$ cat config.mk
export PLATFORM = sky130hd
export DESIGN_NAME = dsp_timer
export DESIGN_NICKNAME = d
export VERILOG_FILES = /design/src/core/dsp_pkg.sv /design/src/core/dsp_timer.sv
export SDC_FILE = /design/constraint.sdc
export NUM_CORES = 1
export LEC_CHECK = 0
export BUFFER_PORTS_ARGS = -buffer_cell sky130_fd_sc_hd__buf_2
export CAP_MARGIN = 20
export CORE_ASPECT_RATIO = 1.4
export CORE_MARGIN = 2
export CORE_UTILIZATION = 52
export CTS_BUF_LIST = sky130_fd_sc_hd__clkbuf_2 sky130_fd_sc_hd__clkbuf_4 sky130_fd_sc_hd__clkbuf_8
export DETAILED_ROUTE_END_ITERATION = 8
export GPL_TIMING_DRIVEN = 0
export PLACE_DENSITY = 0.71
export RECOVER_POWER = 50
export SYNTH_ARGS = -nofsm -noshare
export SYNTH_HDL_FRONTEND = slang
export SYNTH_SLANG_ARGS = --single-unit
$ cat constraint.sdc
create_clock -name clk_sys -period 4.5 [get_ports clk_sys]
set_input_delay 1.35 -clock clk_sys [delete_from_list [all_inputs] [get_ports clk_sys]]
set_output_delay 1.35 -clock clk_sys [all_outputs]
set_load 0.005 [all_outputs]
$ cat src/core/dsp_pkg.sv
// package with constants and types for the dual-slope pwm timer
// ****************************************************************
// Summary of operation
// - phase correct modes 1,2,3 use fixed top 0x00FF, 0x01FF, 0x03FF
// - phase correct mode 10 tops at capture value, mode 11 at compare a
// - variable top works from 0x0003 up to 0xFFFF
// - counter runs up from zero to top, then down to zero
// - counter reverses at top and holds top one timer cycle
// - phase correct mode sets overflow flag at every bottom
// - phase correct loads compares at top; top source flag set there too
// - channel compare flag set on a timer tick when count equals active compare value
// - with fixed top, compare writes clear bits above the resolution
// - mode 2 clears on up match, sets on down match; mode 3 inverts
// - compare waveform reaches pin only when direction bit selects output
// - mode 2 compare at bottom gives constant low, at top constant high
// - mode 11 with output mode 1 toggles channel a, half duty
// - frequency correct mode 8 tops at capture value, mode 9 at compare a
// - frequency correct loads compares at bottom with overflow flag
// - frequency correct sets top source flag when count reaches top
// - mode 9 with output mode 1 toggles channel a, half duty
// - timer enable comes from prescaler of 1, 8, 64, 256 or 1024
// - output mode 0 leaves pin under normal port control
// - output mode 1 toggles only channel a in modes 9 or 11
// ****************************************************************
package dsp_pkg;
  localparam int          CNT_W       = 16;
  localparam int          NUM_CH      = 3;
  localparam logic [15:0] TOP_8BIT    = 16'h00FF;
  localparam logic [15:0] TOP_9BIT    = 16'h01FF;
  localparam logic [15:0] TOP_10BIT   = 16'h03FF;
  localparam logic [15:0] CNT_BOTTOM  = 16'h0000;
  localparam logic [15:0] CNT_RST     = 16'h0000;
  localparam logic [15:0] CMP_RST     = 16'h0000;
  localparam logic [15:0] CAP_RST     = 16'h0000;
  localparam logic [3:0]  WGM_PC8     = 4'h1;
  localparam logic [3:0]  WGM_PC9     = 4'h2;
  localparam logic [3:0]  WGM_PC10    = 4'h3;
  localparam logic [3:0]  WGM_PFC_CAP = 4'h8;
  localparam logic [3:0]  WGM_PFC_CMA = 4'h9;
  localparam logic [3:0]  WGM_PC_CAP  = 4'hA;
  localparam logic [3:0]  WGM_PC_CMA  = 4'hB;
  localparam logic [1:0]  COM_OFF     = 2'h0;
  localparam logic [1:0]  COM_TOGGLE  = 2'h1;
  localparam logic [1:0]  COM_NONINV  = 2'h2;
  localparam logic [1:0]  COM_INV     = 2'h3;
  localparam logic [2:0]  PRE_STOP    = 3'h0;
  localparam logic [2:0]  PRE_DIV1    = 3'h1;
  localparam logic [2:0]  PRE_DIV8    = 3'h2;
  localparam logic [2:0]  PRE_DIV64   = 3'h3;
  localparam logic [2:0]  PRE_DIV256  = 3'h4;
  localparam logic [2:0]  PRE_DIV1024 = 3'h5;
  localparam logic [9:0]  DIV8_LAST    = 10'h007;
  localparam logic [9:0]  DIV64_LAST   = 10'h03F;
  localparam logic [9:0]  DIV256_LAST  = 10'h0FF;
  localparam logic [9:0]  DIV1024_LAST = 10'h3FF;
  localparam logic [15:0] ADDR_CTRL   = 16'h0000;
  localparam logic [15:0] ADDR_CMP_A  = 16'h0004;
  localparam logic [15:0] ADDR_CMP_B  = 16'h0008;
  localparam logic [15:0] ADDR_CMP_C  = 16'h000C;
  localparam logic [15:0] ADDR_CAP    = 16'h0010;
  localparam logic [15:0] ADDR_CNT    = 16'h0014;
  localparam logic [15:0] ADDR_FLAGS  = 16'h0018;
  localparam logic [15:0] ADDR_DIR    = 16'h001C;
  localparam int          F_OVF       = 0;
  localparam int          F_CAP       = 1;
  localparam int          F_CMP0      = 2;

  typedef enum logic [0:0] {
    DSP_UP   = 1'b0,
    DSP_DOWN = 1'b1
  } dsp_dir_e;

  // control word: com c,b,a; prescale; waveform mode
  typedef struct packed {
    logic [1:0] com_c;
    logic [1:0] com_b;
    logic [1:0] com_a;
    logic [2:0] clk_sel;
    logic [3:0] waveform_mode_select;
  } dsp_ctrl_s;

  typedef struct packed {
    logic [15:0] addr;
    logic [15:0] wdata;
    logic        wr;
    logic        rd;
  } dsp_bus_s;
endpackage : dsp_pkg

$ cat src/core/dsp_timer.sv
// dual-slope pwm timer core with register port
//
// The implementer's own choices: the address map and the address-and-strobe port.
`timescale 1ns/100ps
`default_nettype none
module dsp_timer
  import dsp_pkg::*;
(
  input  wire logic              clk_sys,
  input  wire logic              rst_n,
  input  wire dsp_bus_s          bus,
  output logic [15:0]            rdata,
  input  wire logic [NUM_CH-1:0] port_out,
  output logic [NUM_CH-1:0]      pin_out,
  output logic [NUM_CH-1:0]      pin_oe_n,
  output logic [15:0]            count_value,
  output logic [NUM_CH-1:0]      compare_output,
  output logic                   overflow_flag,
  output logic                   capture_flag,
  output logic [NUM_CH-1:0]      compare_flag,
  output logic                   timer_tick
);
  // ****************************************************************
  // registers
  // ****************************************************************
  dsp_ctrl_s         ctrl;
  logic [15:0]       cmp_buf [NUM_CH];
  logic [15:0]       cmp_act [NUM_CH];
  logic [15:0]       capture_top_value;
  logic [NUM_CH-1:0] pin_direction_bit;
  dsp_dir_e          dir;
  logic [9:0]        pre_cnt;
  logic [15:0]       top;
  logic [15:0]       fix_mask;
  logic              fixed_top;
  logic              pfc_mode;
  logic              pc_mode;
  logic              run;
  logic              at_top;
  logic              at_bot;
  logic              cnt_wr;
  logic              up_slope;
  logic [15:0]       next_count;
  logic [1:0]        com [NUM_CH];

  assign com[0] = ctrl.com_a;
  assign com[1] = ctrl.com_b;
  assign com[2] = ctrl.com_c;

  // ****************************************************************
  // mode decode
  // ****************************************************************
  always_comb begin
    fixed_top = 1'b1;
    fix_mask  = 16'hFFFF;
    top       = TOP_8BIT;
    case (ctrl.waveform_mode_select)
      WGM_PC8: begin
        top      = TOP_8BIT;
        fix_mask = TOP_8BIT;
      end
      WGM_PC9: begin
        top      = TOP_9BIT;
        fix_mask = TOP_9BIT;
      end
      WGM_PC10: begin
        top      = TOP_10BIT;
        fix_mask = TOP_10BIT;
      end
      WGM_PC_CAP, WGM_PFC_CAP: begin
        fixed_top = 1'b0;
        top       = capture_top_value;
      end
      WGM_PC_CMA, WGM_PFC_CMA: begin
        fixed_top = 1'b0;
        top       = cmp_act[0];
      end
      default: begin
        fixed_top = 1'b0;
      end
    endcase
  end

  assign pfc_mode = (ctrl.waveform_mode_select == WGM_PFC_CAP)
                 || (ctrl.waveform_mode_select == WGM_PFC_CMA);
  assign pc_mode  = (ctrl.waveform_mode_select == WGM_PC8)
                 || (ctrl.waveform_mode_select == WGM_PC9)
                 || (ctrl.waveform_mode_select == WGM_PC10)
                 || (ctrl.waveform_mode_select == WGM_PC_CAP)
                 || (ctrl.waveform_mode_select == WGM_PC_CMA);
  assign run    = (pc_mode || pfc_mode) && timer_tick;
  assign at_top = (count_value == top);
  assign at_bot = (count_value == CNT_BOTTOM);
  assign cnt_wr = bus.wr && (bus.addr == ADDR_CNT);
  assign up_slope = at_bot || (dir == DSP_UP && !at_top);

  // ****************************************************************
  // prescaler
  // ****************************************************************
  always_ff @(posedge clk_sys or negedge rst_n) begin
    if (!rst_n) begin
      pre_cnt <= 10'h000;
    end else if (ctrl.clk_sel == PRE_STOP) begin
      pre_cnt <= 10'h000;
    end else begin
      pre_cnt <= pre_cnt + 10'h001;
    end
  end

  always_comb begin
    case (ctrl.clk_sel)
      PRE_DIV1:    timer_tick = 1'b1;
      PRE_DIV8:    timer_tick = (pre_cnt[2:0] == DIV8_LAST[2:0]);
      PRE_DIV64:   timer_tick = (pre_cnt[5:0] == DIV64_LAST[5:0]);
      PRE_DIV256:  timer_tick = (pre_cnt[7:0] == DIV256_LAST[7:0]);
      PRE_DIV1024: timer_tick = (pre_cnt == DIV1024_LAST);
      default:     timer_tick = 1'b0;
    endcase
  end

  // ****************************************************************
  // counter and direction
  // ****************************************************************
  // a top below the count lets the counter run on to wrap, as software
  // was warned; the match at top then comes on the next pass
  always_comb begin
    if (dir == DSP_UP) begin
      next_count = at_top ? count_value - 16'h0001 : count_value + 16'h0001;
    end else begin
      next_count = at_bot ? count_value + 16'h0001 : count_value - 16'h0001;
    end
  end

  always_ff @(posedge clk_sys or negedge rst_n) begin
    if (!rst_n) begin
      count_value <= CNT_RST;
      dir         <= DSP_UP;
    end else if (cnt_wr) begin
      count_value <= bus.wdata;
    end else if (run) begin
      count_value <= next_count;
      if (dir == DSP_UP && at_top) begin
        dir <= DSP_DOWN;
      end else if (dir == DSP_DOWN && at_bot) begin
        dir <= DSP_UP;
      end
    end
  end

  // ****************************************************************
  // register writes and double buffer
  // ****************************************************************
  always_ff @(posedge clk_sys or negedge rst_n) begin
    if (!rst_n) begin
      ctrl              <= '0;
      capture_top_value <= CAP_RST;
      pin_direction_bit <= '0;
    end else if (bus.wr) begin
      case (bus.addr)
        ADDR_CTRL: ctrl              <= dsp_ctrl_s'(bus.wdata[12:0]);
        ADDR_CAP:  capture_top_value <= bus.wdata;
        ADDR_DIR:  pin_direction_bit <= bus.wdata[NUM_CH-1:0];
        default:   ctrl              <= ctrl;
      endcase
    end
  end

  genvar gi;
  generate
    for (gi = 0; gi < NUM_CH; gi++) begin : g_ch
      localparam logic [15:0] ADDR_ME = ADDR_CMP_A + 16'(4 * gi);
      logic load;
      logic match;
      logic oc;
      assign load  = run && (pfc_mode ? at_bot : at_top);
      assign match = (count_value == cmp_act[gi]);

      always_ff @(posedge clk_sys or negedge rst_n) begin
        if (!rst_n) begin
          cmp_buf[gi] <= CMP_RST;
        end else if (bus.wr && bus.addr == ADDR_ME) begin
          cmp_buf[gi] <= fixed_top ? (bus.wdata & fix_mask)
                                   : bus.wdata;
        end
      end

      always_ff @(posedge clk_sys or negedge rst_n) begin
        if (!rst_n) begin
          cmp_act[gi] <= CMP_RST;
        end else if (load) begin
          cmp_act[gi] <= cmp_buf[gi];
        end
      end

      // hardware set wins over a software clear in the same cycle
      always_ff @(posedge clk_sys or negedge rst_n) begin
        if (!rst_n) begin
          compare_flag[gi] <= 1'b0;
        end else if (run && match) begin
          compare_flag[gi] <= 1'b1;
        end else if (bus.wr && bus.addr == ADDR_FLAGS
                     && bus.wdata[F_CMP0 + gi]) begin
          compare_flag[gi] <= 1'b0;
        end
      end

      // a match at top acts as falling and at bottom as rising, so a
      // compare at either end holds the level: that gives the extremes
      always_ff @(posedge clk_sys or negedge rst_n) begin
        if (!rst_n) begin
          oc <= 1'b0;
        end else if (run && match) begin
          case (com[gi])
            COM_NONINV: oc <= !up_slope;
            COM_INV:    oc <= up_slope;
            COM_TOGGLE: begin
              if (gi == 0 && (ctrl.waveform_mode_select == WGM_PC_CMA
                  || ctrl.waveform_mode_select == WGM_PFC_CMA)) begin
                oc <= ~oc;
              end
            end
            default:    oc <= oc;
          endcase
        end
      end
      assign compare_output[gi] = oc;

      // pin mux: compare drives the pin only when connected and output
      logic connected;
      assign connected = (com[gi] == COM_NONINV) || (com[gi] == COM_INV)
                      || (com[gi] == COM_TOGGLE && gi == 0
                          && (ctrl.waveform_mode_select == WGM_PC_CMA
                          || ctrl.waveform_mode_select == WGM_PFC_CMA));
      assign pin_out[gi]  = connected ? oc : port_out[gi];
      assign pin_oe_n[gi] = ~pin_direction_bit[gi];
    end
  endgenerate

  // ****************************************************************
  // overflow and capture flags
  // ****************************************************************
  always_ff @(posedge clk_sys or negedge rst_n) begin
    if (!rst_n) begin
      overflow_flag <= 1'b0;
    end else if (run && at_bot) begin
      overflow_flag <= 1'b1;
    end else if (bus.wr && bus.addr == ADDR_FLAGS && bus.wdata[F_OVF]) begin
      overflow_flag <= 1'b0;
    end
  end

  always_ff @(posedge clk_sys or negedge rst_n) begin
    if (!rst_n) begin
      capture_flag <= 1'b0;
    end else if (run && at_top && (ctrl.waveform_mode_select == WGM_PC_CAP
                 || ctrl.waveform_mode_select == WGM_PFC_CAP)) begin
      capture_flag <= 1'b1;
    end else if (bus.wr && bus.addr == ADDR_FLAGS && bus.wdata[F_CAP]) begin
      capture_flag <= 1'b0;
    end
  end

  // ****************************************************************
  // read port
  // ****************************************************************
  always_ff @(posedge clk_sys or negedge rst_n) begin
    if (!rst_n) begin
      rdata <= 16'h0000;
    end else if (bus.rd) begin
      case (bus.addr)
        ADDR_CTRL:  rdata <= {3'h0, ctrl};
        ADDR_CMP_A: rdata <= cmp_buf[0];
        ADDR_CMP_B: rdata <= cmp_buf[1];
        ADDR_CMP_C: rdata <= cmp_buf[2];
        ADDR_CAP:   rdata <= capture_top_value;
        ADDR_CNT:   rdata <= count_value;
        ADDR_FLAGS: rdata <= {11'h000, compare_flag, capture_flag,
                              overflow_flag};
        ADDR_DIR:   rdata <= {13'h0000, pin_direction_bit};
        default:    rdata <= 16'h0000;
      endcase
    end else begin
      rdata <= 16'h0000;
    end
  end

  // ****************************************************************
  // assertions
  // ****************************************************************
  property p_fixed_top;
    @(posedge clk_sys) disable iff (!rst_n)
      (ctrl.waveform_mode_select == WGM_PC8) |-> (count_value <= TOP_8BIT
        || $past(ctrl.waveform_mode_select) != WGM_PC8);
  endproperty
  a_fixed_top: assert property (p_fixed_top)
    else $error("count above fixed top");

  property p_reverse;
    @(posedge clk_sys) disable iff (!rst_n)
      (run && at_top && dir == DSP_UP && !cnt_wr) |=> (dir == DSP_DOWN);
  endproperty
  a_reverse: assert property (p_reverse)
    else $error("no reversal at top");

  property p_step;
    @(posedge clk_sys) disable iff (!rst_n)
      (run && !cnt_wr && !at_top && !at_bot && dir == DSP_UP)
        |=> (count_value == $past(count_value) + 16'h0001);
  endproperty
  a_step: assert property (p_step)
    else $error("up count did not step");

  property p_ovf;
    @(posedge clk_sys) disable iff (!rst_n)
      (run && at_bot) |=> overflow_flag;
  endproperty
  a_ovf: assert property (p_ovf)
    else $error("overflow flag missed at bottom");

  property p_hold;
    @(posedge clk_sys) disable iff (!rst_n)
      (!run && !cnt_wr) |=> $stable(count_value);
  endproperty
  a_hold: assert property (p_hold)
    else $error("counter moved without tick");

  property p_pfc_load;
    @(posedge clk_sys) disable iff (!rst_n)
      (run && pfc_mode && !at_bot) |=> $stable(cmp_act[1]);
  endproperty
  a_pfc_load: assert property (p_pfc_load)
    else $error("compare loaded away from bottom");

  property p_cmp_flag;
    @(posedge clk_sys) disable iff (!rst_n)
      (run && count_value == cmp_act[1]) |=> compare_flag[1];
  endproperty
  a_cmp_flag: assert property (p_cmp_flag)
    else $error("compare flag missed");

  property p_noninv;
    @(posedge clk_sys) disable iff (!rst_n)
      (run && ctrl.com_a == COM_NONINV && count_value == cmp_act[0]
       && dir == DSP_UP && !at_top) |=> !compare_output[0];
  endproperty
  a_noninv: assert property (p_noninv)
    else $error("output not cleared on up match");

  property p_pin_oe;
    @(posedge clk_sys) disable iff (!rst_n)
      (bus.wr && bus.addr == ADDR_DIR)
        |=> (pin_oe_n[1] == !$past(bus.wdata[1]));
  endproperty
  a_pin_oe: assert property (p_pin_oe)
    else $error("pin enable does not follow direction");

  c_top:    cover property (@(posedge clk_sys) run && at_top && dir == DSP_UP);
  c_bottom: cover property (@(posedge clk_sys) run && at_bot && pfc_mode);
  c_toggle: cover property (@(posedge clk_sys) run && ctrl.com_a == COM_TOGGLE
                            && count_value == cmp_act[0]);
endmodule : dsp_timer
`default_nettype wire

==> PnR_summary.wiki <==
{| class="wikitable"
! Metric !! Value
|-
| Result of the run || finished, violations left
|-
| Violations in the final reports || capacitance limit, slew limit
|-
| Clock Skews || roughly 0.018 ns
|-
| Most frequent standard cell in the layout excluding fill and tap cells || dfrtp_1
|-
| Crit path max fanout || 10
|-
| CTS Root Cell || clkbuf_8
|-
| Total wire length || 30,960 um
|-
| Final setup violation count || 0
|-
| Worst-case hold slack || roughly 0.49 ns
|-
| Number of nets with antenna violations after routing || 0
|-
| Clock edge transition at the registers on the reported setup and hold paths || about 0.09 ns
|-
| Max cap viols || 1
|-
| Antenna violations before repair || 0
|-
| Synth-to-layout area growth || 11.99%
|-
| WL per Instance || around 24 um
|-
| Distinct cell type count of the synthesized netlist || 71
|-
| Initial Util || a little over half
|-
| DR iter-0 viols || just under 700
|-
| Power density relative to cell area || between 200 and 300 mW/mm^2
|-
| Synth warn || 0
|-
| Core box area || approximately 0.018 mm^2
|-
| Overflow left after global routing || 0
|-
| Slowest library cell on the worst path || clkbuf_1
|-
| Data arrival time of the critical path || about 4.8 ns
|-
| Vias in the first global route || 8,016
|-
| Most instantiated flip-flop cell in the synthesis netlist || dfrtp_1
|-
| CTS tree || yes
|-
| Max-Slew Margin vs Limit || -20.00%
|-
| RSZ-0062 raised after global routing || false
|-
| First-pass GRT wire length || approximately 47,000 um
|-
| Netlist area before placement || 0.009573 mm^2
|-
| Portion of the post-synthesis area used by sequential elements || between 40% and 50%
|-
| Met2 global-route usage || between 50% and 60%
|-
| Number of sinks driven by the clock tree || between 150 and 200
|-
| Floorplan die area || 0.01953 mm^2
|-
| Met1 track demand over resource || ~39%
|-
| Maximum level of the CTS H-tree || 4
|-
| Top Usage Layer GRT || met2
|-
| Worst min-delay path class || flop to flop
|-
| Gate count after technology mapping || between 900 and 1,000
|-
| Clock latency on the worst-skew pair || 0.49 ns
|-
| Antenna fix cells || 0
|-
| Placed inst area || 0.01033 mm^2
|-
| Leakage power of the design || just under 5 nW
|-
| Drt drc || 0
|-
| Critical path launch point type || flop
|-
| Number of input and output port buffers inserted || just over 80
|-
| Cell area after layout || 0.01072 mm^2
|-
| Floorplan die width || about 120 um
|-
| Cell-by-cell listing of the critical path || nand2b_1 -> clkbuf_1 -> clkbuf_1 -> o21ai_0 -> a211oi_1 -> nand4_1 -> nor4_4 -> o21ai_1 -> a21oi_4 -> buf_6 -> buf_8 -> mux2_1
|-
| Complex-gate fraction of the synthesized area || around 12%
|-
| Number of flops mapped to enable cells by yosys || 0
|-
| Hold-fix buffer count after cts || 0
|-
| Synthesized net count || between 900 and 1,000
|-
| Final Net Count || 1,054
|-
| Fraction of final layout cells with drive strength greater than 1 || between 20% and 30%
|-
| Worst path required time || around 4.9 ns
|-
| Depth of the worst hold-timing path || 1
|-
| R2R depth || 12
|-
| Clock period minus worst slack || around 4.4 ns
|-
| Slowest Stage Delay on Critical Path || 0.59 ns
|-
| Largest vdd supply drop || 0.2050 mV
|-
| Final period util || 97.81%
|-
| Detail Placement HPWL || around 23,000 um
|-
| Cts bufs inserted || 17
|-
| Vertical die dimension || roughly 160 um
|-
| Highest clock frequency the design can meet || around 230 MHz
|-
| Floorplan row count || slightly below 60
|-
| Final RePlAce weighted congestion || ~1
|-
| Largest net degree at the start of global routing || 110
|-
| Synthesized-area fraction occupied by adder cells || less than 1%
|-
| Final slew viol count || 123
|-
| Overall track demand over capacity in global routing || between 30% and 40%
|-
| Cell occurring most often along the worst timing path || clkbuf_1
|-
| Simple logic cell fraction of the synthesized area || ~15%
|-
| WS Path Type || flop to flop
|-
| Final core utilization || about three fifths
|-
| Type of destination of the critical path || flop
|-
| Async set-or-reset flop fraction in the synthesized netlist || 100.0%
|-
| Worst min-delay path endpoint || pre_cnt[0]
|-
| Clk buf depth || 2
|-
| Reg2reg setup slack || between 0.09 and 0.1 ns
|-
| Xor/xnor cell area share of the yosys netlist || 5.947%
|-
| Transition time at the pin with the least slew margin || ~1.8 ns
|-
| #FFs+latches synth || 179
|-
| Commonest cells after routing, fill and taps aside || 179 x dfrtp_1, 102 x mux2_2, 82 x buf_2
|-
| Synth Area per Inst || ~11 um^2
|-
| Worst Min Path Start || pre_cnt[0]
|-
| Worst reg2reg endpoint || cmp_act[4]
|-
| Met3 Usage GRT || under 10%
|-
| Number of endpoints with negative hold slack in the final report || 0
|-
| RR Startpoint || ctrl[3]
|-
| Via-per-instance ratio || 6.271
|-
| I/O pins || 86
|-
| Share of synthesized area spent on multiplexers || 16.23%
|-
| Fill cells || between 1,500 and 2,000
|-
| Largest family of logic cells by synthesized area || multiplexers
|-
| Vias || ~7,900
|-
| Total iterations of the first detailed-routing run || 5
|}
[how the worst max path moves through the flow]
stage | from | to | slack, ns | cells past startpoint
finish | ctrl[3] | cmp_act[4] | 0.1 | 12
global route | ctrl[3] | cmp_act[31] | 0.04 | 12
CTS | ctrl[3] | g_ch[0].oc | 0.06 | 11
detailed placement | ctrl[3] | cmp_act[4] | -0.03 | 12
global placement | rst_n | cmp_act[26] | -0.79 | 1
floorplan | count_value[7] | cmp_act[0] | 1.06 | 11
[where the power goes]
group	leakage, nW	total, mW	switching (mW)	internal (mW)
registers	2.41	1.61	0.000337	1.61
clock network	0.207	1.15	0.608	0.538
logic	2.21	0.0836	0.0647	0.0189
[cell families (layout without fill, tap and decap cells)]
kind of cell	Yosys count	after routing
xor gates and xnor gates	65	65
AOI/OAI and AO/OA	169	169
muxes	140	140
buffers and inverters	76	193
DFF	179	179
adders and majority gates	4	4
and+or+nand+nor	274	274
[critical path: cells and delay by family (launching register included)]
family	cells	cell delay [ns]
simple gates	3	0.99
compound gates	4	1.14
flops	1	0.49
mux	1	0.33
buf+inv	4	1.31
[layout make-up]
cell class	instances	area [um^2]	area share, %
inverters	13	48.80	0.4552
clock buffers	21	276.5	2.579
repair buffers	85	424.2	3.957
plain buffers	63	302.8	2.824
well taps	240	300.3	2.801
multi-input cells	652	4762	44.42
flip-flops and latches	179	4479	41.78
clock inverters	11	126.4	1.179
[routing by layer]
metal,part of all wire [%],vias to the layer above
met2,49,366
met3,5.4,125
li1,-,3511
met1,38,3924
met5,0,-
met4,7.2,0
[state kept, by name, indices dropped and copies added, names as in the netlist, 6 cells and up]
name,flops
cmp_act,48
pre_cnt,10
com,6
count_value,16
rdata,16
ctrl,7
capture_top_value,16
cmp_buf,48
[cell usage after synthesis, types with 8 or more instances]
cell type    n  area share [%]
a21oi_1     28             1.5
a222oi_1     8            0.84
a22oi_1     31             2.4
a31oi_1     11            0.72
and3_1      13            0.85
buf_1       10            0.39
clkbuf_1    38             1.5
dfrtp_1    179              47
inv_1       13            0.51
mux2_1      20             2.4
mux2_2     102              12
mux2i_1     18             1.9
nand2_1     77             3.0
nand3_1     24             1.3
nand4_1     13            0.85
nor2_1      52             2.0
nor3_1      19            0.99
nor4_1      18             1.2
o21ai_0     46             2.4
or3_1       16             1.0
or4_1        8            0.63
xnor2_1      8            0.73
xor2_1      57             5.2
[metrics by stage]
stage / TNS (ns) / instances / total power [mW] / setup WS [ns]
6_report: 0 / 1264 / 2.838 / 0.09860
5_1_grt: 0 / 1264 / 2.925 / 0.04188
4_1_cts: 0 / 1264 / 2.854 / 0.06208
3_5_place_dp: -0.2627 / 1232 / 1.728 / -0.02808
3_3_place_gp: -137.91 / 1230 / 1.723 / -0.7879
2_1_floorplan: 0 / 907 / 1.653 / 1.062
[timing repair]
item	CTS	global route
hold endpoints to repair	0	0
setup buffers	0	0
resized for setup	1	1
pin swaps	0	0
endpoints found under the setup margin	20	4
Note: power is estimated with default switching activity, not from simulation.
